### src/include/eic_pkg.sv
// eic_pkg: constants and types shared by the interval counter pair.
// assumes a 200 MHz system clock and AXI4-Lite register access.
package eic_pkg;

  // clock rates in MHz; count tick derived from these
  localparam int CLK_MHZ   = 200;
  localparam int COUNT_MHZ = 48;
  localparam int ACC_W     = 8;

  // event source codes for start and stop selection
  localparam int SEL_W          = 3;
  localparam int NUM_EV         = 5;
  localparam logic [2:0] EV_ADC       = 3'h0;
  localparam logic [2:0] EV_TACH_RISE = 3'h1;
  localparam logic [2:0] EV_TACH_FALL = 3'h2;
  localparam logic [2:0] EV_GATE_RISE = 3'h3;
  localparam logic [2:0] EV_GATE_FALL = 3'h4;

  // register byte offsets
  localparam logic [7:0] OFS_CFG0   = 8'h00;
  localparam logic [7:0] OFS_CFG1   = 8'h04;
  localparam logic [7:0] OFS_HOLD0  = 8'h08;
  localparam logic [7:0] OFS_HOLD1  = 8'h0C;
  localparam logic [7:0] OFS_STATUS = 8'h10;

  // config register fields
  localparam int CFG_W        = 8;
  localparam int CFG_EN_BIT   = 0;
  localparam int CFG_START_LO = 1;
  localparam int CFG_STOP_LO  = 4;
  localparam int CFG_SCLR_BIT = 7;
  localparam logic [7:0] CFG_RST = 8'h00;

  // scan channel numbers of the two counters
  localparam logic [3:0] SCAN_CH_A = 4'h6;
  localparam logic [3:0] SCAN_CH_B = 4'h7;

  // axi responses
  localparam logic [1:0] RESP_OK  = 2'h0;
  localparam logic [1:0] RESP_ERR = 2'h2;

  // channel state
  typedef enum logic [0:0] {
    ST_IDLE = 1'b0,
    ST_RUN  = 1'b1
  } eic_state_t;

  // pick one event out of the source vector; unused codes never fire
  function automatic logic eic_pick(input logic [4:0] ev, input logic [2:0] sel);
    eic_pick = (sel < 3'h5) ? ev[sel] : 1'b0;
  endfunction : eic_pick

endpackage : eic_pkg

### src/include/eic_chan_if.sv
// eic_chan_if: config, events and results between top and one channel.
// assumes both ends sit in the same clock domain.
`timescale 1ns/1ps
interface eic_chan_if #(parameter int CNT_W = 32);
  logic             enable;     // channel enabled
  logic [2:0]       startSel;   // start event code
  logic [2:0]       stopSel;    // stop event code
  logic             selfClear;  // zero between measurements
  logic [4:0]       events;     // one-cycle event pulses
  logic             tick;       // 48 MHz count tick
  logic             readPulse;  // scan took the value
  logic             busy;       // counting in progress
  logic             fresh;      // unread result present
  logic [CNT_W-1:0] hold;       // raw holding register
  logic [CNT_W-1:0] value;      // value for the scan

  modport top (output enable, startSel, stopSel, selfClear, events, tick,
               readPulse, input busy, fresh, hold, value);
  modport chan (input enable, startSel, stopSel, selfClear, events, tick,
                readPulse, output busy, fresh, hold, value);
endinterface : eic_chan_if

### src/verilog/eic_channel.sv
// eic_channel: one start/stop interval counter with holding register.
// assumes event pulses and tick are one cycle wide, clock 200 MHz.
`timescale 1ns/1ps
module eic_channel #(
  parameter int CNT_W = 32
) (
  // system
  input  wire logic clock,
  input  wire logic rst_n,
  input  wire logic ce,
  // link to top
  eic_chan_if.chan  cif
);

  eic_pkg::eic_state_t state_r;       // idle or counting
  logic [CNT_W-1:0]    count_r;       // running count
  logic [CNT_W-1:0]    hold_r;        // last finished count
  logic                fresh_r;       // result not yet scanned
  logic                startHit;      // selected start fired
  logic                stopHit;       // selected stop fired
  logic                finish;        // measurement completes now

  // event selection, start and stop chosen independently
  assign startHit = eic_pkg::eic_pick(cif.events, cif.startSel);
  assign stopHit  = eic_pkg::eic_pick(cif.events, cif.stopSel);
  assign finish   = cif.enable && state_r == eic_pkg::ST_RUN && stopHit;

  // sequencer: only run state looks at stop, so a shared edge
  // closes one period and the next must start afresh
  always_ff @(posedge clock) begin
    if (!rst_n) begin
      state_r <= eic_pkg::ST_IDLE;
      count_r <= '0;
    end else if (ce) begin
      if (!cif.enable) begin
        state_r <= eic_pkg::ST_IDLE;
        count_r <= '0;
      end else begin
        unique case (state_r)
          eic_pkg::ST_IDLE: begin
            if (startHit) begin
              state_r <= eic_pkg::ST_RUN;
              count_r <= CNT_W'(1);
            end
          end
          eic_pkg::ST_RUN: begin
            if (stopHit) begin
              state_r <= eic_pkg::ST_IDLE;
              count_r <= '0;
            end else if (cif.tick) begin
              count_r <= count_r + CNT_W'(1);
            end
          end
        endcase
      end
    end
  end

  // holding register and unread flag; a finish beats a scan read
  always_ff @(posedge clock) begin
    if (!rst_n) begin
      hold_r  <= '0;
      fresh_r <= 1'b0;
    end else if (ce) begin
      if (finish) begin
        hold_r  <= count_r;
        fresh_r <= 1'b1;
      end else if (cif.readPulse) begin
        fresh_r <= 1'b0;
      end
    end
  end

  // scan value: zero once read when self clear is set
  assign cif.value = (cif.selfClear && !fresh_r) ? '0 : hold_r;
  assign cif.hold  = hold_r;
  assign cif.fresh = fresh_r;
  assign cif.busy  = (state_r == eic_pkg::ST_RUN);

endmodule : eic_channel

### src/verilog/eic_top.sv
// eic_top: two interval counters, axi4-lite registers, scan output.
// assumes tach, gate, adc done and sample tick synchronous to clock.
//
// Operation
// - two independent channels, 32-bit counts each
// - start event picked from five sources
// - stop event picked independently, same sources
// - counting at 48 MHz begins on start
// - stop latches count, clears, idles
// - holding value sampled at scan rate
// - first channel is scan 6, second 7
// - only enabled channels enter the stream
// - self clear gives zero between results
// - same start/stop edge measures alternate periods
// - interval equals count minus one over 48MHz
//
// The register addresses and the AXI4-Lite register port were left to the implementer.
`timescale 1ns/1ps
module eic_top #(
  parameter int CNT_W = 32
) (
  // system
  input  wire logic        clock,
  input  wire logic        rst_n,
  input  wire logic        ce,
  // measured signals
  input  wire logic        tachIn,
  input  wire logic        gateIn,
  input  wire logic        adcDone,
  // scan interface
  input  wire logic        sampleTick,
  input  wire logic        scanReady,
  output logic             scanValid,
  output logic [3:0]       scanChan,
  output logic [CNT_W-1:0] scanData,
  // axi4-lite write address
  input  wire logic [7:0]  s_axi_awaddr,
  input  wire logic        s_axi_awvalid,
  output logic             s_axi_awready,
  // axi4-lite write data
  input  wire logic [31:0] s_axi_wdata,
  input  wire logic [3:0]  s_axi_wstrb,
  input  wire logic        s_axi_wvalid,
  output logic             s_axi_wready,
  // axi4-lite write response
  output logic [1:0]       s_axi_bresp,
  output logic             s_axi_bvalid,
  input  wire logic        s_axi_bready,
  // axi4-lite read address
  input  wire logic [7:0]  s_axi_araddr,
  input  wire logic        s_axi_arvalid,
  output logic             s_axi_arready,
  // axi4-lite read data
  output logic [31:0]      s_axi_rdata,
  output logic [1:0]       s_axi_rresp,
  output logic             s_axi_rvalid,
  input  wire logic        s_axi_rready
);

  // ---- channel links ----
  eic_chan_if #(.CNT_W(CNT_W)) chA ();   // first counter
  eic_chan_if #(.CNT_W(CNT_W)) chB ();   // second counter

  // ---- count tick generation ----
  logic [eic_pkg::ACC_W-1:0] acc_r;      // phase accumulator
  logic [eic_pkg::ACC_W-1:0] accSum;     // accumulator plus step
  logic                      accWrap;    // sum passed clock rate
  logic                      tick_r;     // one-cycle 48 MHz tick

  // fractional divider: 48 ticks per 200 clocks, evenly spread
  assign accSum  = acc_r + eic_pkg::ACC_W'(eic_pkg::COUNT_MHZ);
  assign accWrap = accSum >= eic_pkg::ACC_W'(eic_pkg::CLK_MHZ);

  // accumulator and tick flop
  always_ff @(posedge clock) begin
    if (!rst_n) begin
      acc_r  <= '0;
      tick_r <= 1'b0;
    end else if (ce) begin
      acc_r  <= accWrap ? accSum - eic_pkg::ACC_W'(eic_pkg::CLK_MHZ) : accSum;
      tick_r <= accWrap;
    end
  end

  // ---- edge detection ----
  logic tachPrev_r;                      // tach last cycle
  logic gatePrev_r;                      // gate last cycle
  logic [4:0] events;                    // event pulses by code

  // previous levels for edge compare
  always_ff @(posedge clock) begin
    if (!rst_n) begin
      tachPrev_r <= 1'b0;
      gatePrev_r <= 1'b0;
    end else if (ce) begin
      tachPrev_r <= tachIn;
      gatePrev_r <= gateIn;
    end
  end

  // the five sources, indexed by their select code
  assign events[eic_pkg::EV_ADC]       = adcDone;
  assign events[eic_pkg::EV_TACH_RISE] = tachIn && !tachPrev_r;
  assign events[eic_pkg::EV_TACH_FALL] = !tachIn && tachPrev_r;
  assign events[eic_pkg::EV_GATE_RISE] = gateIn && !gatePrev_r;
  assign events[eic_pkg::EV_GATE_FALL] = !gateIn && gatePrev_r;

  // ---- configuration registers ----
  logic [eic_pkg::CFG_W-1:0] cfgA_r;     // first channel config
  logic [eic_pkg::CFG_W-1:0] cfgB_r;     // second channel config

  // drive config and shared signals to both channels
  assign chA.enable    = cfgA_r[eic_pkg::CFG_EN_BIT];
  assign chA.startSel  = cfgA_r[eic_pkg::CFG_START_LO +: eic_pkg::SEL_W];
  assign chA.stopSel   = cfgA_r[eic_pkg::CFG_STOP_LO +: eic_pkg::SEL_W];
  assign chA.selfClear = cfgA_r[eic_pkg::CFG_SCLR_BIT];
  assign chA.events    = events;
  assign chA.tick      = tick_r;
  assign chB.enable    = cfgB_r[eic_pkg::CFG_EN_BIT];
  assign chB.startSel  = cfgB_r[eic_pkg::CFG_START_LO +: eic_pkg::SEL_W];
  assign chB.stopSel   = cfgB_r[eic_pkg::CFG_STOP_LO +: eic_pkg::SEL_W];
  assign chB.selfClear = cfgB_r[eic_pkg::CFG_SCLR_BIT];
  assign chB.events    = events;
  assign chB.tick      = tick_r;

  // ---- the two counters ----
  eic_channel #(.CNT_W(CNT_W)) uChanA (
    .clock (clock),
    .rst_n (rst_n),
    .ce    (ce),
    .cif   (chA)
  );

  eic_channel #(.CNT_W(CNT_W)) uChanB (
    .clock (clock),
    .rst_n (rst_n),
    .ce    (ce),
    .cif   (chB)
  );

  // ---- scan output ----
  logic             outValid_r;          // scan word on offer
  logic [3:0]       outChan_r;           // its channel number
  logic [CNT_W-1:0] outData_r;           // its value
  logic             pendB_r;             // second word still due
  logic [CNT_W-1:0] snapB_r;             // second value snapshot
  logic             scanTake;            // sample accepted now
  logic             scanMove;            // consumer took a word

  // a tick arriving while words are still queued is dropped,
  // since nothing beyond one scan is buffered
  assign scanTake = sampleTick && !outValid_r && (chA.enable || chB.enable);
  assign scanMove = outValid_r && scanReady;

  // both values captured at the same tick so they stay aligned
  assign chA.readPulse = scanTake && chA.enable;
  assign chB.readPulse = scanTake && chB.enable;

  // scan word sequencer
  always_ff @(posedge clock) begin
    if (!rst_n) begin
      outValid_r <= 1'b0;
      outChan_r  <= 4'h0;
      outData_r  <= '0;
      pendB_r    <= 1'b0;
      snapB_r    <= '0;
    end else if (ce) begin
      if (scanTake) begin
        outValid_r <= 1'b1;
        outChan_r  <= chA.enable ? eic_pkg::SCAN_CH_A : eic_pkg::SCAN_CH_B;
        outData_r  <= chA.enable ? chA.value : chB.value;
        pendB_r    <= chA.enable && chB.enable;
        snapB_r    <= chB.value;
      end else if (scanMove) begin
        if (pendB_r) begin
          outChan_r <= eic_pkg::SCAN_CH_B;
          outData_r <= snapB_r;
          pendB_r   <= 1'b0;
        end else begin
          outValid_r <= 1'b0;
        end
      end
    end
  end

  assign scanValid = outValid_r;
  assign scanChan  = outChan_r;
  assign scanData  = outData_r;

  // ---- axi4-lite write path ----
  logic        awPend_r;                 // address held
  logic [7:0]  awAddr_r;                 // held address
  logic        wPend_r;                  // data held
  logic [31:0] wData_r;                  // held data
  logic [3:0]  wStrb_r;                  // held strobes
  logic        bValid_r;                 // response on offer
  logic [1:0]  bResp_r;                  // response code
  logic        wrDo;                     // perform write now
  logic        wrHitA;                   // write to first config
  logic        wrHitB;                   // write to second config
  logic        wrOk;                     // address is writable

  // address and data taken in either order, one write at a time
  assign s_axi_awready = !awPend_r && !bValid_r;
  assign s_axi_wready  = !wPend_r && !bValid_r;
  assign wrDo          = awPend_r && wPend_r && !bValid_r;
  assign wrHitA        = awAddr_r == eic_pkg::OFS_CFG0;
  assign wrHitB        = awAddr_r == eic_pkg::OFS_CFG1;
  assign wrOk          = wrHitA || wrHitB;

  // capture of address and data channels
  always_ff @(posedge clock) begin
    if (!rst_n) begin
      awPend_r <= 1'b0;
      awAddr_r <= 8'h00;
      wPend_r  <= 1'b0;
      wData_r  <= 32'h0000_0000;
      wStrb_r  <= 4'h0;
    end else if (ce) begin
      if (s_axi_awvalid && s_axi_awready) begin
        awPend_r <= 1'b1;
        awAddr_r <= s_axi_awaddr;
      end else if (wrDo) begin
        awPend_r <= 1'b0;
      end
      if (s_axi_wvalid && s_axi_wready) begin
        wPend_r <= 1'b1;
        wData_r <= s_axi_wdata;
        wStrb_r <= s_axi_wstrb;
      end else if (wrDo) begin
        wPend_r <= 1'b0;
      end
    end
  end

  // config update on lane 0, then the write response
  always_ff @(posedge clock) begin
    if (!rst_n) begin
      cfgA_r   <= eic_pkg::CFG_RST;
      cfgB_r   <= eic_pkg::CFG_RST;
      bValid_r <= 1'b0;
      bResp_r  <= eic_pkg::RESP_OK;
    end else if (ce) begin
      if (wrDo) begin
        if (wrHitA && wStrb_r[0]) begin
          cfgA_r <= wData_r[eic_pkg::CFG_W-1:0];
        end
        if (wrHitB && wStrb_r[0]) begin
          cfgB_r <= wData_r[eic_pkg::CFG_W-1:0];
        end
        bValid_r <= 1'b1;
        bResp_r  <= wrOk ? eic_pkg::RESP_OK : eic_pkg::RESP_ERR;
      end else if (s_axi_bready) begin
        bValid_r <= 1'b0;
      end
    end
  end

  assign s_axi_bvalid = bValid_r;
  assign s_axi_bresp  = bResp_r;

  // ---- axi4-lite read path ----
  logic        rValid_r;                 // read data on offer
  logic [31:0] rData_r;                  // read data
  logic [1:0]  rResp_r;                  // read response
  logic [31:0] rdMux;                    // decoded read value
  logic        rdOk;                     // address is mapped
  logic [31:0] statusWord;               // live channel state

  // status: busy bits then unread-result bits
  assign statusWord = {28'h0000000, chB.fresh, chA.fresh, chB.busy, chA.busy};

  // one read at a time; address taken only when no data pending
  assign s_axi_arready = !rValid_r;
  assign rdOk = s_axi_araddr == eic_pkg::OFS_CFG0  || s_axi_araddr == eic_pkg::OFS_CFG1 ||
                s_axi_araddr == eic_pkg::OFS_HOLD0 || s_axi_araddr == eic_pkg::OFS_HOLD1 ||
                s_axi_araddr == eic_pkg::OFS_STATUS;
  assign rdMux =
    (s_axi_araddr == eic_pkg::OFS_CFG0)  ? {24'h000000, cfgA_r} :
    (s_axi_araddr == eic_pkg::OFS_CFG1)  ? {24'h000000, cfgB_r} :
    (s_axi_araddr == eic_pkg::OFS_HOLD0) ? 32'(chA.hold) :
    (s_axi_araddr == eic_pkg::OFS_HOLD1) ? 32'(chB.hold) :
    (s_axi_araddr == eic_pkg::OFS_STATUS) ? statusWord : 32'h0000_0000;

  // read data register; register reads have no side effects
  always_ff @(posedge clock) begin
    if (!rst_n) begin
      rValid_r <= 1'b0;
      rData_r  <= 32'h0000_0000;
      rResp_r  <= eic_pkg::RESP_OK;
    end else if (ce) begin
      if (s_axi_arvalid && s_axi_arready) begin
        rValid_r <= 1'b1;
        rData_r  <= rdMux;
        rResp_r  <= rdOk ? eic_pkg::RESP_OK : eic_pkg::RESP_ERR;
      end else if (s_axi_rready) begin
        rValid_r <= 1'b0;
      end
    end
  end

  assign s_axi_rvalid = rValid_r;
  assign s_axi_rdata  = rData_r;
  assign s_axi_rresp  = rResp_r;

endmodule : eic_top

### config.mk
export PLATFORM = sky130hd
export DESIGN_NAME = eic_top
export DESIGN_NICKNAME = d
export VERILOG_FILES = /design/src/include/eic_pkg.sv /design/src/include/eic_chan_if.sv /design/src/verilog/eic_channel.sv /design/src/verilog/eic_top.sv
export SDC_FILE = /design/constraint.sdc
export NUM_CORES = 1
export LEC_CHECK = 0
export BUFFER_PORTS_ARGS = -buffer_cell sky130_fd_sc_hd__buf_4
export CORE_MARGIN = 8
export CORE_UTILIZATION = 53
export CTS_BUF_LIST = sky130_fd_sc_hd__clkbuf_4 sky130_fd_sc_hd__clkbuf_8 sky130_fd_sc_hd__clkbuf_16
export CTS_CLUSTER_DIAMETER = 150
export DETAILED_ROUTE_END_ITERATION = 10
export HOLD_SLACK_MARGIN = 0.12
export PLACE_DENSITY = 0.73
export SLEW_MARGIN = 20
export SYNTH_ARGS = -nofsm -noshare
export SYNTH_HDL_FRONTEND = slang
export SYNTH_HIERARCHICAL = 1
export SYNTH_SLANG_ARGS = --single-unit
### constraint.sdc
create_clock -name clock -period 4.8 [get_ports clock]
set_input_delay 0.24 -clock clock [delete_from_list [all_inputs] [get_ports clock]]
set_output_delay 0.24 -clock clock [all_outputs]
set_load 0.005 [all_outputs]
# ---- Word level (Yosys, flattened, before mapping)
# Cells that the tools add are included.
dict set report totals {
  register_bits 286
  latch_bits 0
  mem_bits_rw 0
  mem_bits_ro 0
  inputBits 65
  output_inout_bits 78
  n_memories 0
}
dict set report op_classes {
  n_addsub 4
  n_mul 0
  n_div 0
  order_cmp 9
  eq_ne 10
  shift 0
  mux 64
  n_bitwise 2
  n_reduce_logical 72
}
# operator count
set op_table {}
lappend op_table {{$mux 32} 18}
lappend op_table {{$pmux 32 s2} 2}
lappend op_table {{$add 32x1->32 const B} 2}
lappend op_table {{$mux 1} 31}
lappend op_table {{$reduce_and 2->1} 14}
lappend op_table {{$logic_and 1x1->1} 25}
lappend op_table {{$reduce_and 3->1} 6}
lappend op_table {{$eq 8x3->1 const B} 2}
lappend op_table {{$eq 8x4->1 const B} 2}
lappend op_table {{$logic_not 8->1} 2}
lappend op_table {{$lt 3x4->1 const B} 4}
lappend op_table {{$mux 4} 4}
lappend op_table {{$reduce_bool 2->1} 8}
lappend op_table {{$bmux 1 s3} 4}
lappend op_table {{$lt 3x3->1 const B} 4}
lappend op_table {{$logic_not 1->1} 11}
lappend op_table {{$add 8x6->8 const B} 1}
lappend op_table {{$eq 8x5->1 const B} 1}
lappend op_table {{$ge 8x8->1 const B} 1}
lappend op_table {{$mux 8} 1}
lappend op_table {{$ne 4x4->1 const B} 2}
lappend op_table {{$sub 8x8->8 const B} 1}
lappend op_table {{$logic_or 1x1->1} 6}
lappend op_table {{$ne 3x2->1 const B} 2}
lappend op_table {{other kinds (4)} 7}

# ---- Longest topological paths before layout
dict set report logic_depth {
  word_depth 8
  depth_mapped 8
  depth_no_buf 7
}

# ---- By module
# Netlist, hierarchy kept.
# mod instances cells_per_inst area_each_um2 seq_area_each_um2
set modules_own_cells {}
lappend modules_own_cells {eic_top 1 810 7088.0 2942.8}
lappend modules_own_cells {eic_channel 2 438 3439.5 1321.3}

# ---- Least setup slack after synthesis
# No wires, ideal clock.
dict set report synth_timing {
  path_type {reg2reg}
  start {reg gatePrev_r}
  end {reg uChanA.count_r[18]}
  setup_time_ps 66
  t_arrival_ps 2023
  required_time_ps 4734
  setup_slack_ps 2710
  stages_incl_launch_ff 8
  n_path_buf 1
  period_less_slack_ps 2090
  cell_sequence {dfxtp_1 nor2b_1 nand2_2 o32ai_2 nor4_2 buf_6 or4_4 a21oi_2}
}
dict set report synth_via {
  elab_cells_between_ends 15
  classes_between {eq/ne (2); mux (9); reduce/logical (4)}
}
# item line_no
set synth_rtl {}
lappend synth_rtl {{start: declaration} eic_top.sv:87} ;# logic gatePrev_r;
lappend synth_rtl {{start signal: assignment} eic_top.sv:97} ;# gatePrev_r <= gateIn;
lappend synth_rtl {{$logic_and 1x1->1 *} eic_top.sv:106} ;# assign events[eic_pkg::EV_GATE_FALL] = !gateIn && gatePrev_r;
lappend synth_rtl {{net chA.events[4]} eic_chan_if.sv:9} ;# logic [4:0] events;
lappend synth_rtl {{$bmux 1 s3} eic_pkg.sv:50} ;# eic_pick = (sel < 3'h5) ? ev[sel] : 1'b0;
lappend synth_rtl {{$mux 1 (implied by the code)} eic_pkg.sv:50}
lappend synth_rtl {{$mux 1} eic_pkg.sv:50}
lappend synth_rtl {{$mux 32} eic_channel.sv:47} ;# if (stopHit) begin
lappend synth_rtl {{$pmux 32 s2} eic_channel.sv:39} ;# unique case (state_r)
lappend synth_rtl {{$mux 32} eic_channel.sv:35} ;# if (!cif.enable) begin
lappend synth_rtl {{end signal: assignment} eic_channel.sv:51} ;# count_r <= count_r + CNT_W'(1);
lappend synth_rtl {{end: declaration} eic_channel.sv:16} ;# logic [CNT_W-1:0] count_r;
# The timed path passes the listed nets; every way through them passes the cells marked *. The select of a mux whose other input is x is not followed.
# A chain may end at the register's enable or synchronous reset.

# ---- Final worst setup path
dict set report layout_timing {
  start {in tachIn}
  end {reg uChanB.hold_r[24] (netlist: uChanB/cif.hold[24])}
}
dict set report layout_via {
  elab_cells_between_ends 8
  classes_between {mux (3); reduce/logical (5)}
}
# item line_no
set layout_rtl {}
lappend layout_rtl {{start: declaration} eic_top.sv:27} ;# input wire logic tachIn,
lappend layout_rtl {{$logic_and 1x1->1} eic_top.sv:103} ;# assign events[eic_pkg::EV_TACH_RISE] = tachIn && !tachPrev_r;
lappend layout_rtl {{net chA.events[1]} eic_chan_if.sv:9}
lappend layout_rtl {{$bmux 1 s3} eic_pkg.sv:50}
lappend layout_rtl {{$mux 1 (implied by the code)} eic_pkg.sv:50}
lappend layout_rtl {{$mux 1} eic_pkg.sv:50}
lappend layout_rtl {{$logic_and 1x1->1} eic_channel.sv:26} ;# assign finish = cif.enable && state_r == eic_pkg::ST_RUN && stopHit;
lappend layout_rtl {{$reduce_and 2->1 (no source line)} --}
lappend layout_rtl {{end signal: assignment} eic_channel.sv:66} ;# hold_r <= count_r;
lappend layout_rtl {{end: declaration} eic_channel.sv:17} ;# logic [CNT_W-1:0] hold_r;
# The timed path passes the listed nets, and every way through them passes these cells. The select of a mux whose other input is x is not followed.

==> impl_metrics.ini <==
[global_route]
grt_first_pass_wirelength_mm = 62.3
maximum_number_of_pins_on_one_net_before_global_route_repair = 96
grt_usage = 0.235
number_of_global_route_vias_before_repair = 11809
number_of_antenna_violations_at_the_first_check_in_global_routing = 0
global_route.overflow_total = 0

[timing]
total_count_of_hold_check_failures_in_the_final_report = 0
final.hold.worst_slack_ns = 0.140
final_total_negative_setup_slack_ns = 0
worst_slew_pin_slew_ns = 1.09
total_setup_violations_reported_at_the_end_of_the_flow = 0
maxClockFrequency_mhz = 378
maximum_clock_skew_at_final_layout_ns = 0.0191
grt_setup_unrepaired = no
period_share = 0.551
timing.max_slew.rel_slack = 0.266
timing.final.max_slew_violations = 0
timing.final.crit_period_ns = 2.65
timing.final.ws_setup_ns = 2.15

[die]
die_h_um = 178
io-pin-count = 143
std_cell_rows = 59
core_area_mm2 = 0.0260
die_w_um = 178
initial_core_util = 0.538
die_area_mm2 = 0.0318

[power]
static-leakage-power_uw = 0.00552
internal_power_uw = 3870
proportion_of_power_drawn_by_combinational_gates = 0.045
max-vdd-ir-drop_uv = 349
power.density_mw_per_mm2 = 307
share_seq_of_total_power = 0.472
net-switching-power_uw = 1090
power.share.clock = 0.482
swShare = 0.220

[synthesis]
yosys_most_used_dff = dfxtp_1
synthDistinctLibCells = 71
number_of_storage_elements_in_the_synthesis_netlist = 279
ys_top_cells_by_count = nand2_1, dfxtp_1, a21oi_1, and2_1, a21boi_0
yosysWarnings = 6
synth_area_leaders = dfxtp_1, nand2_1, mux2i_1
number_of_enable_type_register_cells_in_the_synthesized_netlist = 0
synth.yosys.seq_area_share = 0.400
netlist.area_leader.share = 0.400
yosys.cell_count.top_type = nand2_1
synth_cells = 1686
synth_top_area_cell = dfxtp_1
netlist_area_mm2 = 0.0140
fraction_of_synthesis_flops_using_an_asynchronous_set_or_reset_pin = 0
syn_area_per_cell_um2 = 8.28

[clock_tree]
clock-root-buffer = clkbuf_16
number_of_buffers_added_by_the_clock_tree_synthesis_step = 30
cts.reportedPaths.clkPinSlew_ns = 0.06
clock_tree_from_tritoncts = done
postCtsSetupBuffers = 0
worst_skew_pair.late_latency_ns = 0.55
cts.htree.levels = 1
clockBufferDepth = 3
numClockSinks = 279

[drt]
finalWirelength_mm = 38.5
antenna_viol_nets_final = 0
first_pass_iters = 7
dr.first_iter.drc_count = 1080
total_drc_errors_in_the_routed_layout = 0
routed-via-count = 12559
detail_route.wl_per_cell_um = 18.3
viasPerCell = 5.95

[place]
buffer_ports.inserted = 112
place_congestion = 0.891
preCtsSetupSlack_ns = 2.19
detailed_place_hpwl_mm = 26.2

[finish]
finish.net_count = 1822
areaGrowthSynthToFinish_pct = 15.6
multi_input_comb_area_mm2 = 0.00781
ratio_of_cells_with_drive_above_1_in_the_final_layout = 0.132
filler_cell_count = 2318
n_antenna_cell = 0
sequential_cell_area_mm2 = 0.00559

[worst_setup_path]
path_class = input port to flop
crit_top_cell = buf_4
max_fanout_on_critical_path = 23
crit_path_end_kind = flop
worstPathRequired_ns = 5.27
worstSetupStartpointType = input port
cp_slowest_stage_delay_ns = 0.81
critPathArrivalTime_ns = 3.11
timing.critical_path.slowest_stage_cell = a21oi_2
path_cells = dlygate4sd3_1 > buf_4 > nor2b_1 > mux2i_1 > or3_1 > a21oi_2 > buf_4 > nand2_1 > a21oi_1

[job]
max-cap-violations = 0

[run_status]
status = completed

[min_path]
hp-class = input port to flop
routing by layer:
metal | track usage | up-vias | wire length [um]
li1 | - | 6131 | -
met1 | 0.333 | 5992 | 17800
met2 | 0.379 | 390 | 17600
met3 | 0.0271 | 46 | 2530
met4 | 0.0499 | 0 | 582
met5 | 0 | - | 0
worst paths after layout:
kind / startpoint / end / slack (ns) / cells past startpoint
setup / recovery: tachIn / uChanB/cif.hold[24]$_SDFFE_PN0P_ / 2.15 / 9
hold reg to reg: scanData[17]$_SDFFE_PN0P_ / scanData[17]$_SDFFE_PN0P_ / 0.46 / 2
setup reg to reg: cfgB_r[4]$_SDFFE_PN0P_ / uChanB/count_r[7]$_SDFFE_PN0P_ / 2.15 / 5
hold / removal: s_axi_araddr[4] / s_axi_rresp[1]$_SDFFE_PN0P_ / 0.14 / 4
sequential cells by signal, summed over array words and instances, names as in the netlist, 2 cells and up:
signal	count
scanData	32
snapB_r	32
cfgB_r	8
uChanA/count_r	32
uChanA/cif.hold	32
awAddr_r	8
s_axi_rdata	32
cfgA_r	8
wData_r	8
scanChan	2
acc_r	5
uChanB/cif.hold	32
uChanB/count_r	32
what timing repair did:
item	CTS	global route
hold buffers	23	0
gates resized for setup	0	0
endpoints found under the hold margin	27	0
stage by stage:
| stage | std cells | total power [uW] | utilization | instance area, um2 |
|---|---|---|---|---|
| finish | 2109 | 4960 | 0.621 | 16100 |
| floorplan | 1688 | 2530 | - | 14000 |
| detailed placement | 2030 | 2600 | 0.572 | 14900 |
| global route | 2109 | 5120 | 0.621 | 16100 |
| global placement | 2030 | 2600 | 0.572 | 14900 |
| CTS | 2109 | 4990 | 0.621 | 16100 |
cells in the final DEF, fill, tap and decap left out, drive strengths merged, types with 11 or more instances in the layout:
cell type | netlist | routed
clkbuf | 73 | 40
nand2 | 347 | 347
or4 | 34 | 34
a211o | 32 | 32
mux2i | 84 | 84
nor3 | 22 | 22
dfxtp | 279 | 279
and4 | 12 | 12
nor2b | 32 | 32
o21ai | 56 | 56
clkinv | 1 | 12
and2 | 96 | 96
nand2b | 22 | 22
nor2 | 51 | 51
inv | 18 | 17
and3 | 14 | 14
a21boi | 93 | 93
nand4 | 22 | 22
nor4 | 11 | 11
o31ai | 28 | 28
nand3 | 47 | 47
a21oi | 122 | 122
dlygate4sd3 | 0 | 23
a311oi | 19 | 19
buf | 51 | 131
critical path, delay by kind of cell:
kind | cells | cell delay (ns)
buffers and inverters | 3 | 0.96
AO/OA/AOI/OAI | 2 | 0.95
multiplexers | 1 | 0.18
AND/OR/NAND/NOR | 3 | 0.77
layout make-up:
type / instances / share of cell area
clock inverter: 16 / 0.0101
multi-input combinational: 1266 / 0.484
clock buffer: 40 / 0.0546
sequential: 279 / 0.346
inverter: 19 / 0.00442
timing repair buffer: 154 / 0.0752
tap: 335 / 0.0260
power groups by stage:
stage | Clock (uW) | Sequential, uW | Combinational, uW
4_1_cts | 2420 | 2340 | 222
2_1_floorplan | 0 | 2390 | 140
3_5_place_dp | 0 | 2400 | 206
5_1_grt | 2530 | 2350 | 244
3_3_place_gp | 0 | 2390 | 202
6_report | 2390 | 2340 | 225
kinds of logic (layout without fill, tap and decap cells):
logic type | count (synthesis) | in the layout | share of synthesized area
AND/OR/NAND/NOR | 745 | 745 | 0.275
AO/OA/AOI/OAI | 415 | 415 | 0.200
flip-flops | 279 | 279 | 0.400
buffers and inverters | 143 | 229 | 0.0462
multiplexers | 92 | 92 | 0.0699
adder cells (fa/ha/maj) | 7 | 7 | 0.00627
XOR/XNOR | 4 | 4 | 0.00251
other | 1 | 3 | 0.000268
(Power assumes the default switching activity.)
